<file path="src/logic/dts_pkg.sv">
// Constants and types shared by the track/hold converter sequencer
// Operation
// - Control bit four low selects double conversion, high selects single.
// - Double mode holds both sides together, converts both, busy until both done.
// - Single mode holds both sides, converts one, busy ends after it.
// - Control bit five picks first side: zero A, one B.
// - Control bits zero to three set half range per input A1, A2, B1, B2.
// - Chip select and read low drive latch A when address bit0 low, else B.
// - Read path is level driven; output follows latch select bit directly; the code registers it, so it follows one clock later.
// - Latch A takes every A-side result, latch B every B-side result.
// - Three address bits of each write select its function.
// - Bus data is captured only on the rising edge of write strobe; the code writes the address and data it last sampled while the strobe was low.
// - DAC data is left justified; 11-bit word split upper byte, lower three.
// - Start edge starts oscillator, acquisition, and drives busy low.
// - Acquisition lasts about 1.5 us before both track/holds hold.
// - First conversion ends within 3.6 us of start; single mode releases busy.
// - Second conversion follows at once, at most 2.4 us more, then busy releases.
// - Oscillator stops at the end of every sequence.
// - Start write address selects input one, input two or bias per side.
// - Write decode: DAC A hi, DAC A lo, DAC B, DAC C, starts, control.
package dts_pkg;
    // ------------------------------------------------------------
    // Timing
    // ------------------------------------------------------------
    localparam int CLK_PERIOD_NS = 10;
    localparam int ACQ_TIME_NS = 1500;
    localparam int FIRST_CONV_NS = 3600;
    localparam int SECOND_CONV_NS = 2400;
    // Least time rounds up, longest times round down
    localparam int ACQ_CYC = (ACQ_TIME_NS + CLK_PERIOD_NS - 1) / CLK_PERIOD_NS;
    localparam int FIRST_CYC = FIRST_CONV_NS / CLK_PERIOD_NS;
    localparam int SECOND_CYC = SECOND_CONV_NS / CLK_PERIOD_NS;
    localparam int CNT_W = 9;

    // ------------------------------------------------------------
    // Write function codes and field positions
    // ------------------------------------------------------------
    localparam logic [2:0] FN_DAC_A_HI = 3'h0;
    localparam logic [2:0] FN_DAC_A_LO = 3'h1;
    localparam logic [2:0] FN_DAC_B = 3'h2;
    localparam logic [2:0] FN_DAC_C = 3'h3;
    localparam logic [2:0] FN_START_IN1 = 3'h4;
    localparam logic [2:0] FN_START_IN2 = 3'h5;
    localparam logic [2:0] FN_START_BIAS = 3'h6;
    localparam logic [2:0] FN_CONTROL = 3'h7;
    localparam int CTL_W = 6;
    localparam int BIT_SINGLE = 4;
    localparam int BIT_FIRST_B = 5;
    localparam logic [5:0] CTL_RESET = 6'h00;
    localparam int DAC_A_W = 11;
    localparam int DAC_A_LO_POS = 5;

    // Converted signal on a side
    typedef enum logic [1:0] {DTS_CH_IN1, DTS_CH_IN2, DTS_CH_BIAS} dts_chan_t;
endpackage : dts_pkg

</file>
<file path="src/logic/dts_seq_if.sv">
// Carrier between the bus front end and the conversion sequencer
interface dts_seq_if;
    import dts_pkg::*;
    logic start;
    logic single_mode;
    logic first_b;
    logic busy_n;
    logic hold;
    logic osc_en;
    logic side_b;
    logic converting;
    logic result_strobe;

    modport front (output start, output single_mode, output first_b,
                   input busy_n, input hold, input osc_en, input side_b,
                   input converting, input result_strobe);
    modport seq (input start, input single_mode, input first_b,
                 output busy_n, output hold, output osc_en, output side_b,
                 output converting, output result_strobe);
endinterface : dts_seq_if

</file>
<file path="src/logic/dts_converter_ctrl.sv">
// Parallel bus front end, control and DAC registers, and result latches
module dts_converter_ctrl
    import dts_pkg::*;
(
    input wire logic core_clk,
    input wire logic nrst,
    input wire logic cs_n,
    input wire logic rd_n,
    input wire logic wr_n,
    input wire logic [2:0] func_addr,
    input wire logic [7:0] data_in,
    output logic [7:0] data_out,
    output logic data_oe_n,
    output logic busy_n,
    output logic osc_en,
    output logic th_hold,
    output logic adc_side_b,
    output dts_chan_t adc_chan,
    output logic adc_range_half,
    output logic adc_active,
    input wire logic [7:0] adc_code,
    output logic [3:0] input_range_half,
    output logic [DAC_A_W-1:0] dac_a_code,
    output logic [7:0] dac_b_code,
    output logic [7:0] dac_c_code
);
    // ------------------------------------------------------------
    // Local state
    // ------------------------------------------------------------
    dts_seq_if sq ();

    logic wr_n_q;
    logic wr_sel_q;
    logic [2:0] wr_addr_q;
    logic [7:0] wr_data_q;
    logic wr_rise;
    logic [CTL_W-1:0] ctl_q;
    logic [7:0] dac_a_hi_q;
    logic [7:0] latch_a_q;
    logic [7:0] latch_b_q;
    logic start_q;
    dts_chan_t chan_q;

    // Range bit for one input; bias conversions have no selectable range
    function automatic logic range_of(input logic [CTL_W-1:0] ctl, input logic side_b,
                                      input dts_chan_t ch);
        logic r;
        r = 1'b0;
        if (ch == DTS_CH_IN1)
            r = side_b ? ctl[2] : ctl[0];
        else if (ch == DTS_CH_IN2)
            r = side_b ? ctl[3] : ctl[1];
        return r;
    endfunction : range_of

    // Start write code to converted signal
    function automatic dts_chan_t chan_of(input logic [2:0] fn);
        dts_chan_t c;
        c = DTS_CH_IN1;
        if (fn == FN_START_IN2)
            c = DTS_CH_IN2;
        else if (fn == FN_START_BIAS)
            c = DTS_CH_BIAS;
        return c;
    endfunction : chan_of

    // ------------------------------------------------------------
    // Write strobe capture
    // ------------------------------------------------------------
    // Address and data are held from the low phase of the strobe, so a
    // bus that changes right at the rising edge still writes what it meant.
    always_ff @(posedge core_clk)
    begin
        if (!nrst)
        begin
            wr_n_q <= 1'b1;
            wr_sel_q <= 1'b0;
            wr_addr_q <= 3'h0;
            wr_data_q <= 8'h00;
        end
        else
        begin
            wr_n_q <= wr_n;
            if (!wr_n)
            begin
                wr_sel_q <= !cs_n && rd_n;
                wr_addr_q <= func_addr;
                wr_data_q <= data_in;
            end
        end
    end

    // Only the low-to-high strobe transition writes anything
    assign wr_rise = !wr_n_q && wr_n && wr_sel_q;

    // ------------------------------------------------------------
    // Control register
    // ------------------------------------------------------------
    always_ff @(posedge core_clk)
    begin
        if (!nrst)
            ctl_q <= CTL_RESET;
        else if (wr_rise && wr_addr_q == FN_CONTROL)
            ctl_q <= wr_data_q[CTL_W-1:0];
    end

    // ------------------------------------------------------------
    // DAC registers
    // ------------------------------------------------------------
    // DAC A is staged: the upper byte waits until the lower bits arrive,
    // so the output never shows a half-updated 11-bit code.
    always_ff @(posedge core_clk)
    begin
        if (!nrst)
        begin
            dac_a_hi_q <= 8'h00;
            dac_a_code <= '0;
            dac_b_code <= 8'h00;
            dac_c_code <= 8'h00;
        end
        else if (wr_rise)
        begin
            unique case (wr_addr_q)
                FN_DAC_A_HI:
                    dac_a_hi_q <= wr_data_q;
                FN_DAC_A_LO:
                    dac_a_code <= {dac_a_hi_q, wr_data_q[7:DAC_A_LO_POS]};
                FN_DAC_B:
                    dac_b_code <= wr_data_q;
                FN_DAC_C:
                    dac_c_code <= wr_data_q;
                default:
                    dac_b_code <= dac_b_code;
            endcase
        end
    end

    // ------------------------------------------------------------
    // Conversion start
    // ------------------------------------------------------------
    // A start while busy is low is dropped; the host is not meant to do it.
    always_ff @(posedge core_clk)
    begin
        if (!nrst)
        begin
            start_q <= 1'b0;
            chan_q <= DTS_CH_IN1;
        end
        else
        begin
            start_q <= 1'b0;
            if (wr_rise && wr_addr_q[2] && wr_addr_q != FN_CONTROL && sq.busy_n)
            begin
                start_q <= 1'b1;
                chan_q <= chan_of(wr_addr_q);
            end
        end
    end

    assign sq.start = start_q;
    assign sq.single_mode = ctl_q[BIT_SINGLE];
    assign sq.first_b = ctl_q[BIT_FIRST_B];

    dts_sequencer u_seq (
        .core_clk(core_clk),
        .nrst(nrst),
        .sq(sq.seq)
    );

    // ------------------------------------------------------------
    // Status and analog steering
    // ------------------------------------------------------------
    assign busy_n = sq.busy_n;
    assign osc_en = sq.osc_en;
    assign th_hold = sq.hold;
    assign adc_side_b = sq.side_b;
    assign adc_active = sq.converting;

    always_ff @(posedge core_clk)
    begin
        if (!nrst)
        begin
            adc_chan <= DTS_CH_IN1;
            adc_range_half <= 1'b0;
            input_range_half <= 4'h0;
        end
        else
        begin
            adc_chan <= chan_q;
            adc_range_half <= range_of(ctl_q, sq.side_b, chan_q);
            input_range_half <= ctl_q[3:0];
        end
    end

    // ------------------------------------------------------------
    // Result latches
    // ------------------------------------------------------------
    // The code is taken on the strobe that ends each conversion; the last
    // one falls in the same cycle that busy rises, so a read after busy high sees it.
    always_ff @(posedge core_clk)
    begin
        if (!nrst)
        begin
            latch_a_q <= 8'h00;
            latch_b_q <= 8'h00;
        end
        else if (sq.result_strobe)
        begin
            if (sq.side_b)
                latch_b_q <= adc_code;
            else
                latch_a_q <= adc_code;
        end
    end

    // ------------------------------------------------------------
    // Read path
    // ------------------------------------------------------------
    // Level driven: no strobe edge is needed, the selected latch tracks
    // the address bit one clock later while select and read stay low.
    always_ff @(posedge core_clk)
    begin
        if (!nrst)
        begin
            data_out <= 8'h00;
            data_oe_n <= 1'b1;
        end
        else
        begin
            data_oe_n <= !(!cs_n && !rd_n);
            data_out <= func_addr[0] ? latch_b_q : latch_a_q;
        end
    end
endmodule : dts_converter_ctrl

</file>
<file path="src/logic/dts_sequencer.sv">
// Acquisition and conversion timing for one start of a sequence
module dts_sequencer
    import dts_pkg::*;
(
    input wire logic core_clk,
    input wire logic nrst,
    dts_seq_if.seq sq
);
    typedef enum logic [1:0] {ST_IDLE, ST_ACQ, ST_CONV1, ST_CONV2} dts_state_t;

    localparam logic [CNT_W-1:0] ACQ_LAST = CNT_W'(ACQ_CYC - 1);
    localparam logic [CNT_W-1:0] FIRST_LAST = CNT_W'(FIRST_CYC - 1);
    localparam logic [CNT_W-1:0] SECOND_LAST = CNT_W'(SECOND_CYC - 1);
    localparam logic [CNT_W-1:0] FIRST_PRE = CNT_W'(FIRST_CYC - 2);
    localparam logic [CNT_W-1:0] SECOND_PRE = CNT_W'(SECOND_CYC - 2);

    dts_state_t state_q;
    logic [CNT_W-1:0] cnt_q;
    logic single_q;
    logic first_b_q;

    // ------------------------------------------------------------
    // Sequence state; counter measured from the start edge, restarted when the first conversion ends
    // ------------------------------------------------------------
    always_ff @(posedge core_clk)
    begin
        if (!nrst)
        begin
            state_q <= ST_IDLE;
            cnt_q <= '0;
            single_q <= 1'b0;
            first_b_q <= 1'b0;
        end
        else
        begin
            cnt_q <= cnt_q + CNT_W'(1);
            unique case (state_q)
                ST_IDLE:
                begin
                    cnt_q <= '0;
                    if (sq.start)
                    begin
                        state_q <= ST_ACQ;
                        single_q <= sq.single_mode;
                        first_b_q <= sq.first_b;
                    end
                end
                ST_ACQ:
                    if (cnt_q == ACQ_LAST)
                        state_q <= ST_CONV1;
                ST_CONV1:
                    if (cnt_q == FIRST_LAST)
                    begin
                        cnt_q <= '0;
                        // Single mode ignores the other held voltage
                        state_q <= single_q ? ST_IDLE : ST_CONV2;
                    end
                ST_CONV2:
                    if (cnt_q == SECOND_LAST)
                        state_q <= ST_IDLE;
            endcase
        end
    end

    // ------------------------------------------------------------
    // Registered status toward the pins
    // ------------------------------------------------------------
    always_ff @(posedge core_clk)
    begin
        if (!nrst)
        begin
            sq.busy_n <= 1'b1;
            sq.osc_en <= 1'b0;
            sq.hold <= 1'b0;
            sq.side_b <= 1'b0;
            sq.converting <= 1'b0;
            sq.result_strobe <= 1'b0;
        end
        else
        begin
            sq.result_strobe <= 1'b0;
            // Strobe one cycle early: the latch then samples code and side
            // on the edge that ends the conversion, before either moves on
            if ((state_q == ST_CONV1 && cnt_q == FIRST_PRE)
                || (state_q == ST_CONV2 && cnt_q == SECOND_PRE))
                sq.result_strobe <= 1'b1;
            if (state_q == ST_IDLE && sq.start)
            begin
                sq.busy_n <= 1'b0;
                sq.osc_en <= 1'b1;
                sq.side_b <= sq.first_b;
            end
            if (state_q == ST_ACQ && cnt_q == ACQ_LAST)
            begin
                sq.hold <= 1'b1;
                sq.converting <= 1'b1;
            end
            if (state_q == ST_CONV1 && cnt_q == FIRST_LAST)
            begin
                if (single_q)
                begin
                    sq.busy_n <= 1'b1;
                    sq.osc_en <= 1'b0;
                    sq.hold <= 1'b0;
                    sq.converting <= 1'b0;
                end
                else
                    sq.side_b <= !first_b_q;
            end
            if (state_q == ST_CONV2 && cnt_q == SECOND_LAST)
            begin
                sq.busy_n <= 1'b1;
                sq.osc_en <= 1'b0;
                sq.hold <= 1'b0;
                sq.converting <= 1'b0;
            end
        end
    end
endmodule : dts_sequencer

</file>
<file path="config.mk">
export PLATFORM = sky130hd
export DESIGN_NAME = dts_converter_ctrl
export DESIGN_NICKNAME = d
export VERILOG_FILES = /design/src/logic/dts_pkg.sv /design/src/logic/dts_seq_if.sv /design/src/logic/dts_converter_ctrl.sv /design/src/logic/dts_sequencer.sv
export SDC_FILE = /design/constraint.sdc
export NUM_CORES = 1
export LEC_CHECK = 0
export BUFFER_PORTS_ARGS = -buffer_cell sky130_fd_sc_hd__buf_4
export CORE_ASPECT_RATIO = 0.75
export CORE_UTILIZATION = 55
export DETAILED_ROUTE_END_ITERATION = 16
export GPL_TIMING_DRIVEN = 0
export PLACE_DENSITY = 0.8
export RECOVER_POWER = 100
export SYNTH_ARGS = -nofsm -noshare
export SYNTH_HDL_FRONTEND = slang
export SYNTH_SLANG_ARGS = --single-unit
</file>
<file path="constraint.sdc">
create_clock -name core_clk -period 1.85 [get_ports core_clk]
set_input_delay 0.0925 -clock core_clk [delete_from_list [all_inputs] [get_ports core_clk]]
set_output_delay 0.0925 -clock core_clk [all_outputs]
set_load 0.02 [all_outputs]
</file>
==> flow_summary.toml <==
[outcome]
status = "complete, no violations"

[drt]
wl_per_cell_um = 15.0
route.detailed.drc = 0
wl_um = 9180
first_pass_iters = 4
via_count = 3222
initialDrtViolationCount = 125
drt-vias-per-instance = 5.27
ant_nets = 0

[worst_setup_path]
r2r_cells = 4
cp_slowest_stage_delay_ns = 0.53
cp_num_cells = 4
rrSetupSlack_ns = 0.08
timing.critical_path.arrival_ns = 2.02
cp-start-kind = "register"
crit_buf_inv = 0
cp_top_family = "simple AND/OR/NAND/NOR gates"
slowest_stage = "or3b_2"
crit_fanout = 8
path_class = "reg2reg"
cp.required_ns = 2.10
endpoint_kind = "register"
crit_path_cell_trace = "or3b_2, o31a_1, o21ai_4, nor2_1"

[min_path]
min_path_type = "in2reg"
hold_depth = 4

[layout]
drive_gt1_frac = 0.105
fin_nets = 535
final_util = 0.714
antenna_cells = 0
final_common_cell = "dfxtp_1"
final_cell_mix = "107 x dfxtp_1, 86 x nor2_1, 70 x mux2i_1, 69 x clkbuf_1"
syn2layout_area_growth_pct = 22.9
fill_cells = 570
final_area_um2 = 4970

[timing]
layout_min_cycle_time_ns = 1.77
rsz0062_at_grt = "yes"
finClkSkew_ns = 0.0100
max_slew_margin = 0.491
fin_crit_sh = 0.954
finalSetupTns_ns = 0
final_hold_viol_count = 0
max_freq_mhz = 566
setup_violations = 0
worstMarginPinSlew_ns = 0.764
final_max_slew_viol_count = 0

[placed_design]
place_area_um2 = 4690
io_buffers = 69
place_congestion = 0.841
dp.final_hpwl_um = 6360

[synthesis]
ys_ff_latch = 108
synth_edf_count = 0
yosysTopAreaCellShare = 0.534
yosys.area.top_type = "dfxtp_1"
ys_top_cells_by_area = "dfxtp_1 53%, mux2i_1 17%, nor2_1 8.0%, a21oi_1 2.1%, clkbuf_1 1.8%"
synth_ff_type = "dfxtp_1"
syn_inst = 407
yosysWarnings = 0
ys_async_sr_fraction = 0
seq_area_frac_synth = 0.534
syn_nets = 434
yosysUniqueCellTypes = 46
syn_area_um2 = 4050
syn_area_per_cell_um2 = 9.95

[die]
dieWidth_um = 101
rows = 26
start_util = 0.581
core_area_um2 = 6960
ios = 72
die_area_um2 = 7710
die_y_um = 76.3

[clock_tree]
htreeDepth = 3
cts_tree = "built"
clkSinkCount = 108
cts-buffers-inserted = 9
clock-root-buffer = "clkbuf_8"
clock_path_buffers = 2
insertion_delay_ns = 0.37
clk_pin_slew_ns = 0.10

[flow_run]
drv_cap = 0

[global_routing]
grt_max_degree = 19
antenna_found_initial = 0
grt_overflow_total = 0
grt_pass1_wl_um = 14500
grt_util_all_layers = 0.244
grt_pass1_vias = 3005

[power]
pwr-share-comb = 0.043
p_per_area_nw_per_um2 = 829
clockPowerShare = 0.383
vdd_drop_max_uv = 501
p_switching_uw = 919
switching_share = 0.223
leakage_nw = 2.08
p_int_mw = 3.21
seqPwrFrac = 0.574
[final timing paths]
path                                 startpoint         endpoint
worst max-delay path             u_seq.cnt_q[8]   u_seq.cnt_q[4]
worst max register to register   u_seq.cnt_q[8]   u_seq.cnt_q[4]
worst min-delay path                       cs_n         wr_sel_q
worst min register to register  u_seq.first_b_q  u_seq.sq.side_b
[cells in the mapped netlist, types with 2 or more instances]
cell / instances
inv_1: 9
nor3b_1: 2
a21oi_1: 17
and2_1: 6
nand4_1: 2
nor4bb_1: 2
nor4_1: 2
or3_1: 2
nor2_1: 86
nand3_1: 9
clkbuf_1: 19
xnor2_1: 4
nor3_1: 2
buf_2: 2
mux2_2: 2
dfxtp_1: 108
xor2_1: 3
mux2i_1: 70
ha_1: 3
nand4bb_1: 2
or3b_2: 2
a211oi_1: 2
nand3b_1: 5
o21ai_0: 3
nand2b_1: 4
nand2_1: 19
[metrics by stage]
stage	hold slack (ns)	power [mW]	instances	setup slack [ns]
2_1_floorplan	0.166	2.49	407	0.259
3_3_place_gp	0.317	2.56	574	0.0190
3_5_place_dp	0.316	2.56	574	-0.0598
4_1_cts	0.0394	4.14	611	0.00704
5_1_grt	0.0660	4.26	611	-0.00300
6_report	0.0599	4.12	611	0.0846
[routing by layer]
metal  global-route usage  part of all wire
met5                    0                 0
met2                0.383              0.46
met1                0.325              0.48
met4               0.0551            0.0095
met3               0.0826             0.054
[cell families after synthesis]
family / Yosys count / share of synthesized area
simple gates: 153 / 0.181
flops: 108 / 0.534
mux: 72 / 0.179
compound gates: 32 / 0.0501
buf+inv: 32 / 0.0312
xor+xnor: 7 / 0.0151
fa+ha+maj: 3 / 0.00927
[final cells by class]
cell class	instances	area (µm²)	area share
repair buffers	90	548	0.110
plain buffers	23	88.8	0.0179
multi-input cells	267	1800	0.361
flip-flops and latches	108	2160	0.435
inverters	9	33.8	0.00679
clock inverters	7	96.3	0.0194
well taps	98	123	0.0247
clock buffers	9	124	0.0249
[repair_timing]
item,CTS,global route
hold endpoints to repair,27,0
hold buffers,21,0
setup endpoints to repair,2,3
setup buffers,0,0
gates resized for setup,2,5
[power groups by stage]
stage | logic, mW | clock network (mW) | registers (mW)
4_1_cts | 0.180 | 1.60 | 2.36
5_1_grt | 0.193 | 1.70 | 2.37
6_report | 0.179 | 1.58 | 2.37
3_5_place_dp | 0.144 | 0 | 2.42
2_1_floorplan | 0.0765 | 0 | 2.41
3_3_place_gp | 0.141 | 0 | 2.42
[flip-flops by register name, indices dropped and copies added, names as in the netlist, 3 cells and up]
| name | cells |
|---|---|
| wr_data_q | 8 |
| dac_a_code | 11 |
| wr_addr_q | 3 |
| dac_a_hi_q | 8 |
| dac_b_code | 8 |
| latch_b_q | 8 |
| ctl_q | 6 |
| u_seq.cnt_q | 9 |
| latch_a_q | 8 |
| input_range_half | 4 |
| data_out | 8 |
| dac_c_code | 8 |
[worst reg2reg max path, delay by kind of cell, from the launching register on]
| family | cells | cell delay [ns] |
|---|---|---|
| AOI/OAI and AO/OA | 2 | 0.58 |
| and+or+nand+nor | 2 | 0.62 |
| DFF | 1 | 0.46 |
(Power assumes the default switching activity.)
